==> config.mk <==
export PLATFORM = sky130hd
export DESIGN_NAME = acdiv_top
export DESIGN_NICKNAME = d
export VERILOG_FILES = /design/src/acdiv_pkg.sv /design/src/acdiv_divider.sv /design/src/acdiv_top.sv
export SDC_FILE = /design/constraint.sdc
export NUM_CORES = 1
export LEC_CHECK = 0
export BUFFER_PORTS_ARGS = -buffer_cell sky130_fd_sc_hd__clkbuf_2
export CORE_UTILIZATION = 61
export CTS_CLUSTER_SIZE = 28
export DETAILED_ROUTE_END_ITERATION = 8
export PLACE_DENSITY = 0.9
export SYNTH_ARGS = -nofsm -noshare
export SYNTH_HDL_FRONTEND = slang
export SYNTH_SLANG_ARGS = --single-unit
==> constraint.sdc <==
create_clock -name clock -period 3.99 [get_ports clock]
set_input_delay 0.1995 -clock clock [delete_from_list [all_inputs] [get_ports clock]]
set_output_delay 0.1995 -clock clock [all_outputs]
set_load 0.01 [all_outputs]
==> src/acdiv_pkg.sv <==
// Shared constants and types of the input clock divider and front-end control block.
package acdiv_pkg;

    // ************************************************************
    // Serial register port framing
    // ************************************************************
    localparam int          ADDR_W     = 15;
    localparam int          DATA_W     = 8;
    localparam logic [4:0]  INSTR_LAST = 5'h0f;  // Bit count of the last instruction bit.
    localparam logic [4:0]  FRAME_LAST = 5'h17;  // Bit count of the last data bit.

    // ************************************************************
    // Register offsets
    // ************************************************************
    localparam logic [14:0] OFF_BUF_CURRENT = 15'h0018;
    localparam logic [14:0] OFF_REF_SELECT  = 15'h0024;
    localparam logic [14:0] OFF_DIV_RATIO   = 15'h010b;
    localparam logic [14:0] OFF_SYNC_CTRL   = 15'h010d;

    // ************************************************************
    // Field positions
    // ************************************************************
    localparam int BUF_A_LSB     = 0;  // Channel A buffer current code, bits 3:0.
    localparam int BUF_B_LSB     = 4;  // Channel B buffer current code, bits 7:4.
    localparam int BUF_W         = 4;
    localparam int REF_EXT_BIT   = 0;  // One selects the external reference.
    localparam int RATIO_W       = 2;  // Divide code in bits 1:0.
    localparam int PHASE_W       = 3;  // Divider load state in bits 2:0.
    localparam int SYNC_SEEN_BIT = 6;  // Sticky flag, write one to clear.
    localparam int SYNC_EN_BIT   = 7;  // Enables alignment by the sync pulse.

    // ************************************************************
    // Reset values
    // ************************************************************
    localparam logic [7:0] RST_BUF_CURRENT = 8'h00;
    localparam logic [7:0] RST_REF_SELECT  = 8'h00;
    localparam logic [7:0] RST_DIV_RATIO   = 8'h00;
    localparam logic [7:0] RST_SYNC_CTRL   = 8'h00;

    // ************************************************************
    // Divide ratio codes
    // ************************************************************
    localparam logic [1:0] DIV1 = 2'h0;
    localparam logic [1:0] DIV2 = 2'h1;
    localparam logic [1:0] DIV4 = 2'h2;
    localparam logic [1:0] DIV8 = 2'h3;

    // ************************************************************
    // Serial frame states
    // ************************************************************
    typedef enum logic [3:0] {
        SPI_IDLE  = 4'b0001,
        SPI_INSTR = 4'b0010,
        SPI_DATA  = 4'b0100,
        SPI_DONE  = 4'b1000
    } acdiv_spi_state_t;

endpackage

==> src/acdiv_divider.sv <==
// Divider of the sampled input clock producing the conversion clock.
module acdiv_divider (
    input  wire logic       clock,
    input  wire logic       rst_b,
    input  wire logic       in_level,
    input  wire logic       in_rise,
    input  wire logic [1:0] ratio_code,
    input  wire logic       sync_load,
    input  wire logic [2:0] sync_phase,
    output logic            conv_clk,
    output logic            conv_rise
);

    typedef struct packed {
        logic [2:0] phase;
        logic       conv;
        logic       rise;
    } acdiv_div_state_t;

    acdiv_div_state_t s_reg;
    acdiv_div_state_t s_next;

    // Returns the last phase of a divide period, one less than the ratio.
    function automatic logic [2:0] last_phase(input logic [1:0] code);
        if (code == acdiv_pkg::DIV2) begin
            return 3'h1;
        end else if (code == acdiv_pkg::DIV4) begin
            return 3'h3;
        end else if (code == acdiv_pkg::DIV8) begin
            return 3'h7;
        end
        return 3'h0;
    endfunction

    // Output is high for the first half of the phases, which makes the duty exactly half.
    function automatic logic high_half(input logic [2:0] ph, input logic [1:0] code);
        logic [3:0] half;
        half = ({1'b0, last_phase(code)} + 4'h1) >> 1;
        return {1'b0, ph} < half;
    endfunction

    logic [2:0] mask;
    logic [2:0] step;
    assign mask = last_phase(ratio_code);
    assign step = (s_reg.phase >= mask) ? 3'h0 : s_reg.phase + 3'h1;

    // Next state: pass through at ratio one, else count input rising edges.
    always_comb begin
        s_next      = s_reg;
        s_next.rise = 1'b0;
        if (ratio_code == acdiv_pkg::DIV1) begin
            // Parking on the last phase makes the first rise after leaving ratio one open a high half.
            s_next.phase = 3'h7;
            s_next.conv  = in_level;
            s_next.rise  = in_rise;
        end else if (sync_load) begin
            s_next.phase = sync_phase & mask;
            s_next.conv  = high_half(sync_phase & mask, ratio_code);
            s_next.rise  = s_next.conv & ~s_reg.conv;
        end else if (in_rise) begin
            s_next.phase = step;
            s_next.conv  = high_half(step, ratio_code);
            s_next.rise  = s_next.conv & ~s_reg.conv;
        end
    end

    // State register.
    always_ff @(posedge clock) begin
        if (!rst_b) begin
            s_reg <= '0;
        end else begin
            s_reg <= s_next;
        end
    end

    assign conv_clk  = s_reg.conv;
    assign conv_rise = s_reg.rise;
endmodule

==> src/acdiv_top.sv <==
// Input clock divider with serial register port and front-end configuration outputs.
//
// Operation
// - Divide the sampled input clock by one, two, four or eight.
// - Divide ratio comes from the register at offset 0x10B.
// - Valid sync pulse loads the divider with a programmed state, except at ratio one.
// - Sync alignment only while bit 7 of offset 0x10D is one.
// - Divided clock has half duty whenever the ratio exceeds one.
// - Register 0x024 selects internal or external reference.
// - Register 0x018 sets buffer current separately per channel.
// - Sampling happens on the conversion clock rising edge.
module acdiv_top (
    input  wire logic clock,
    input  wire logic rst_b,
    input  wire logic spi_clk,
    input  wire logic spi_cs_b,
    input  wire logic spi_data_in,
    output logic      spi_data_out,
    output logic      spi_data_oe_b,
    input  wire logic sample_clk_in,
    input  wire logic sysref_in,
    output logic      conv_clk,
    output logic      conv_sample,
    output logic [3:0] buf_current_a,
    output logic [3:0] buf_current_b,
    output logic      ref_external
);

    typedef struct packed {
        logic [2:0]                  sclk_s;
        logic [2:0]                  csb_s;
        logic [2:0]                  sdio_s;
        logic [2:0]                  sysref_s;
        logic [2:0]                  smp_s;
        logic                        sclk_f;
        logic                        csb_f;
        logic                        sdio_f;
        logic                        sysref_f;
        logic                        smp_f;
        acdiv_pkg::acdiv_spi_state_t st;
        logic [4:0]                  bitcnt;
        logic [15:0]                 shift;
        logic [14:0]                 addr;
        logic                        rd;
        logic [7:0]                  rdata;
        logic                        dout;
        logic                        doe_b;
        logic [7:0]                  buf_cur;
        logic [7:0]                  ref_sel;
        logic [7:0]                  div_ratio;
        logic [7:0]                  sync_ctl;
        logic                        sync_seen;
    } acdiv_top_state_t;

    acdiv_top_state_t s_reg;
    acdiv_top_state_t s_next;

    // ************************************************************
    // Helper functions
    // ************************************************************

    // Filtered pin level: a change counts once the second and third stages agree.
    function automatic logic filt(input logic [2:0] sh, input logic prev);
        return (sh[1] == sh[2]) ? sh[2] : prev;
    endfunction

    // Read data for an address; unmapped addresses read as zero.
    function automatic logic [7:0] read_mux(input logic [14:0] a, input acdiv_top_state_t st);
        logic [7:0] v;
        v = 8'h00;
        if (a == acdiv_pkg::OFF_BUF_CURRENT) begin
            v = st.buf_cur;
        end else if (a == acdiv_pkg::OFF_REF_SELECT) begin
            v = st.ref_sel;
        end else if (a == acdiv_pkg::OFF_DIV_RATIO) begin
            v = st.div_ratio;
        end else if (a == acdiv_pkg::OFF_SYNC_CTRL) begin
            v = st.sync_ctl;
            v[acdiv_pkg::SYNC_SEEN_BIT] = st.sync_seen;
        end
        return v;
    endfunction

    // ************************************************************
    // Pin filtering and event detection
    // ************************************************************
    logic        sclk_now;
    logic        csb_now;
    logic        sdio_now;
    logic        sysref_now;
    logic        smp_now;
    logic        sclk_rise;
    logic        sclk_fall;
    logic        sysref_rise;
    logic        smp_rise;
    logic        sync_load;
    logic        wr_en;
    logic [7:0]  wr_data;
    logic [15:0] instr;
    logic        div_clk;
    logic        div_rise;

    // Filtered levels and their edges, one cycle ahead of the stored copies.
    assign sclk_now    = filt(s_reg.sclk_s, s_reg.sclk_f);
    assign csb_now     = filt(s_reg.csb_s, s_reg.csb_f);
    assign sdio_now    = filt(s_reg.sdio_s, s_reg.sdio_f);
    assign sysref_now  = filt(s_reg.sysref_s, s_reg.sysref_f);
    assign smp_now     = filt(s_reg.smp_s, s_reg.smp_f);
    assign sclk_rise   = sclk_now & ~s_reg.sclk_f;
    assign sclk_fall   = ~sclk_now & s_reg.sclk_f;
    assign sysref_rise = sysref_now & ~s_reg.sysref_f;
    assign smp_rise    = smp_now & ~s_reg.smp_f;

    // A sync pulse acts on the divider only while alignment is enabled.
    assign sync_load = sysref_rise & s_reg.sync_ctl[acdiv_pkg::SYNC_EN_BIT];

    // A write completes on the last data bit of a write frame.
    assign instr   = {s_reg.shift[14:0], sdio_now};
    assign wr_data = instr[7:0];
    assign wr_en   = (s_reg.st == acdiv_pkg::SPI_DATA) && sclk_rise && !s_reg.rd
                   && (s_reg.bitcnt == acdiv_pkg::FRAME_LAST);

    // ************************************************************
    // Next state
    // ************************************************************

    // Serial frame handling, register writes and the sticky sync flag.
    always_comb begin
        s_next          = s_reg;
        s_next.sclk_s   = {s_reg.sclk_s[1:0], spi_clk};
        s_next.csb_s    = {s_reg.csb_s[1:0], spi_cs_b};
        s_next.sdio_s   = {s_reg.sdio_s[1:0], spi_data_in};
        s_next.sysref_s = {s_reg.sysref_s[1:0], sysref_in};
        s_next.smp_s    = {s_reg.smp_s[1:0], sample_clk_in};
        s_next.sclk_f   = sclk_now;
        s_next.csb_f    = csb_now;
        s_next.sdio_f   = sdio_now;
        s_next.sysref_f = sysref_now;
        s_next.smp_f    = smp_now;
        if (csb_now) begin
            s_next.st     = acdiv_pkg::SPI_IDLE;
            s_next.bitcnt = 5'h00;
            s_next.doe_b  = 1'b1;
        end else begin
            case (s_reg.st)
                acdiv_pkg::SPI_IDLE: begin
                    s_next.st     = acdiv_pkg::SPI_INSTR;
                    s_next.bitcnt = 5'h00;
                end
                acdiv_pkg::SPI_INSTR: begin
                    if (sclk_rise) begin
                        s_next.shift  = instr;
                        s_next.bitcnt = s_reg.bitcnt + 5'h01;
                        if (s_reg.bitcnt == acdiv_pkg::INSTR_LAST) begin
                            s_next.st    = acdiv_pkg::SPI_DATA;
                            s_next.rd    = instr[15];
                            s_next.addr  = instr[14:0];
                            s_next.rdata = read_mux(instr[14:0], s_reg);
                        end
                    end
                end
                acdiv_pkg::SPI_DATA: begin
                    if (sclk_rise) begin
                        s_next.shift  = instr;
                        s_next.bitcnt = s_reg.bitcnt + 5'h01;
                        if (s_reg.bitcnt == acdiv_pkg::FRAME_LAST) begin
                            s_next.st = acdiv_pkg::SPI_DONE;
                        end
                    end else if (sclk_fall && s_reg.rd) begin
                        s_next.dout  = s_reg.rdata[7];
                        s_next.rdata = {s_reg.rdata[6:0], 1'b0};
                        s_next.doe_b = 1'b0;
                    end
                end
                acdiv_pkg::SPI_DONE: begin
                    s_next.st = acdiv_pkg::SPI_DONE;
                end
                default: begin
                    s_next.st = acdiv_pkg::SPI_IDLE;
                end
            endcase
        end
        if (wr_en) begin
            if (s_reg.addr == acdiv_pkg::OFF_BUF_CURRENT) begin
                s_next.buf_cur = wr_data;
            end else if (s_reg.addr == acdiv_pkg::OFF_REF_SELECT) begin
                s_next.ref_sel = wr_data;
            end else if (s_reg.addr == acdiv_pkg::OFF_DIV_RATIO) begin
                s_next.div_ratio = wr_data;
            end else if (s_reg.addr == acdiv_pkg::OFF_SYNC_CTRL) begin
                s_next.sync_ctl = wr_data;
                if (wr_data[acdiv_pkg::SYNC_SEEN_BIT]) begin
                    s_next.sync_seen = 1'b0;
                end
            end
        end
        // Setting the flag comes last, so a pulse in the clearing cycle is kept.
        if (sync_load) begin
            s_next.sync_seen = 1'b1;
        end
    end

    // State register with synchronous reset.
    always_ff @(posedge clock) begin
        if (!rst_b) begin
            s_reg           <= '0;
            s_reg.st        <= acdiv_pkg::SPI_IDLE;
            s_reg.csb_s     <= 3'h7;
            s_reg.csb_f     <= 1'b1;
            s_reg.doe_b     <= 1'b1;
            s_reg.buf_cur   <= acdiv_pkg::RST_BUF_CURRENT;
            s_reg.ref_sel   <= acdiv_pkg::RST_REF_SELECT;
            s_reg.div_ratio <= acdiv_pkg::RST_DIV_RATIO;
            s_reg.sync_ctl  <= acdiv_pkg::RST_SYNC_CTRL;
        end else begin
            s_reg <= s_next;
        end
    end

    // ************************************************************
    // Divider and outputs
    // ************************************************************

    // Divider core, steered by the ratio and sync registers.
    acdiv_divider u_div (
        .clock      (clock),
        .rst_b      (rst_b),
        .in_level   (smp_now),
        .in_rise    (smp_rise),
        .ratio_code (s_reg.div_ratio[acdiv_pkg::RATIO_W-1:0]),
        .sync_load  (sync_load),
        .sync_phase (s_reg.sync_ctl[acdiv_pkg::PHASE_W-1:0]),
        .conv_clk   (div_clk),
        .conv_rise  (div_rise)
    );

    // Register-backed outputs.
    assign conv_clk      = div_clk;
    assign conv_sample   = div_rise;
    assign spi_data_out  = s_reg.dout;
    assign spi_data_oe_b = s_reg.doe_b;
    assign buf_current_a = s_reg.buf_cur[acdiv_pkg::BUF_A_LSB +: acdiv_pkg::BUF_W];
    assign buf_current_b = s_reg.buf_cur[acdiv_pkg::BUF_B_LSB +: acdiv_pkg::BUF_W];
    assign ref_external  = s_reg.ref_sel[acdiv_pkg::REF_EXT_BIT];
endmodule

==> results.toml <==
[run]
timing.max_cap.violations = 0

[route]
detail_route.wl_per_cell_um = 16.5
met2_length_mm = 5.16
post_drt_via_cell_ratio = 6.11
wl_met3_um = 672
routed-via-count = 3901
highest-signal-layer = "met4"
wirelength_met1_mm = 4.50
detail_route.iter0.violations = 321
remaining_drc_errors = 0
first_pass_iters = 5
routed_wirelength_mm = 10.5
postRouteAntennaNets = 0

[placement]
place_congestion = 0.991
placement.io_buffers = 19
hpwl_mm = 7.12
placed_area_um2 = 4880

[die]
dieWidth_um = 90.9
placeableCoreArea_um2 = 7690
fp-row-count = 32
design.portCount = 20
floorplan.initialDensity_pct = 62.7
die_area_um2 = 8260
chipHeight_um = 90.9

[worst_setup_path]
path_delay_family = "compound AO/OA/AOI/OAI gates"
critPathCaptureType = "register"
timing.critical_path.from_type = "register"
critical_path_peak_fanout = 9
cp_slowest_stage_delay_ns = 0.56
cp_buf_inv_count = 2
critical_path_cell_list = "nor2_1, inv_1, ha_1, nand2b_1, a21oi_1, o211ai_1, inv_1, ha_1, a21o_1, a2111oi_0, a221oi_1, a211oi_1"
timing_worst_setup_path_type = "reg2reg"
arrival_time_at_the_worst_endpoint_ns = 3.72
crit_path_top_delay_cell = "a2111oi_0"
required_ns = 4.26

[sta]
fin_setup_tns_ns = 0
timing.clock.skew_ns = 0.0202
timing.final.crit_period_ns = 3.45
timing.final.hold_violations = 0
slew-limit-headroom_pct = 18.8
timing.fmax_mhz = 290
timing.final.setup_violations = 0
worst_slew_pin_slew_ns = 1.22
grt_setup_unrepaired = "false"
report.final.slew_viol_count = 0
layout_worst_path_cycle_share_pct = 86.4

[yosys]
synth_fp_nets = 556
synth_area_leaders = "dfxtp_1 (44%), mux2i_1 (9.8%), nor2_1 (5.4%)"
synth.lib_cells_used.distinct = 54
number_of_synthesized_flops_with_an_enable_pin = 0
ys_warn_count = 0
yosysTopAreaCellShare_pct = 44.4
synthesis.instances = 539
synth.cells.most_frequent = "dfxtp_1 (107), nor2_1 (70), nand2_1 (55)"
async_flop_share_pct = 0
postSynth.topFlopCell = "dfxtp_1"
synth_top_area_cell = "dfxtp_1"
synth_seq_cells = 107
seq_area_frac_synth_pct = 44.4
synthesis.area_um2 = 4820
syn-mean-instance-area_um2 = 8.95
yosys.cell_count.top_type = "dfxtp_1"

[cells_and_area]
finish.instance_area_um2 = 5050
core_utilization_of_the_finished_layout_pct = 65.7
synthToLayoutAreaGrowth_pct = 4.70
diodes = 0
largest_register_ff_count = 66
nets = 549
final_layout_size_suffix_gt1_share_pct = 9.51

[clock_network]
clk_root_buffer_cell = "clkbuf_8"
clk_pin_slew_ns = 0.11
clock-sinks = 107
max-clock-path-buffers = 2
total_cts_buffers = 9
clk_latency_ns = 0.37
clock_tree.htree_level_count = 3
tritoncts = "built"
ctsHoldBuffers = 0
cts-resized-gates = 0
cts_setup_buffers = 0

[global_route]
global_route_usage_over_all_layers_pct = 26.2
via_count_of_the_first_global_routing_pass = 3611
grt_max_degree = 73
antenna_violations_before_repair = 0
grt_first_pass_wirelength_mm = 17.4
grt-ovfl-total = 0

[worst_hold_path]
timing.hold.worst.class = "in2reg"

[run_status]
status = "completed"

[pwr]
power.density_cell_area_nw_per_um2 = 341
total_leakage_power_nw = 1.79
vdd.ir_drop.worst_uv = 163
[power breakdown]
group          internal, W  leakage (nW)  switching (W)
registers          0.00108         0.865     0.00000481
clock network     0.000231        0.0840       0.000371
logic            0.0000125         0.841      0.0000264
[routing by layer]
layer	vias to the layer above	global-route usage, %
met5	-	0
li1	1886	-
met3	27	4.63
met4	0	11.6
met2	154	43.7
met1	1834	33.0
[cell usage in the layout, fill, tap and decap left out, types with 3 or more instances in the layout]
cell type,instances
nor3_1,13
a211oi_1,5
maj3_1,3
nor2_1,70
o21ai_0,15
a211o_1,4
nor4_4,3
xor2_1,4
or4_1,3
clkbuf_2,19
o32ai_1,3
a21oi_1,35
nand4b_1,4
o21a_1,7
nand4_1,3
a2111oi_0,3
nor4b_1,4
and2_1,16
nand3_1,9
nand3b_1,3
or2_2,3
nand2b_1,9
mux2i_1,47
a221oi_1,7
a21o_1,7
nand2_1,55
ha_1,10
o211ai_1,3
dfxtp_1,107
clkbuf_8,9
inv_1,12
a31oi_1,4
[through the flow]
stage / worst slack [ns] / hold slack [ns] / std cells / power (W)
after detailed placement: 0.628 / 0.393 / 623 / 0.00114
after CTS: 0.589 / 0.00571 / 638 / 0.00173
after global routing: 0.273 / 0.00617 / 638 / 0.00178
after global placement: 0.824 / 0.391 / 623 / 0.00114
final: 0.545 / 0.0128 / 638 / 0.00172
after floorplan: 1.01 / 0.301 / 539 / 0.00113
[cell families (layout without fill, tap and decap cells)]
kind of cell	after synthesis	after routing	share of synthesized area (%)
AO/OA/AOI/OAI	101	101	13.7
flip-flops	107	107	44.4
buffers and inverters	51	48	4.77
adder cells (fa/ha/maj)	13	13	3.22
AND/OR/NAND/NOR	216	216	23.4
XOR/XNOR	4	4	0.726
multiplexers	47	47	9.76
[layout make-up]
class	instances	area, um^2
Clock buffer	9	124
Clock inverter	6	48.8
Fill cell	600	2640
Inverter	13	48.8
Multi-Input combinational cell	381	2450
Sequential cell	107	2140
Tap cell	102	128
Timing Repair Buffer	20	103
[path summary, 6_finish.rpt]
path | startpoint | endpoint | slack [ns] | cells after the start
setup / recovery | s_reg[10]$_SDFFE_PN0P_ | u_div.conv_rise$_SDFF_PN0_ | 0.54 | 12
hold / removal | spi_cs_b | s_next[99]$_SDFF_PN1_ | 0.01 | 2
setup reg to reg | s_reg[10]$_SDFFE_PN0P_ | u_div.conv_rise$_SDFF_PN0_ | 0.54 | 12
hold reg to reg | s_next[99]$_SDFF_PN1_ | s_next[100]$_SDFF_PN1_ | 0.42 | 1
Note: power is estimated with default switching activity, not from simulation.
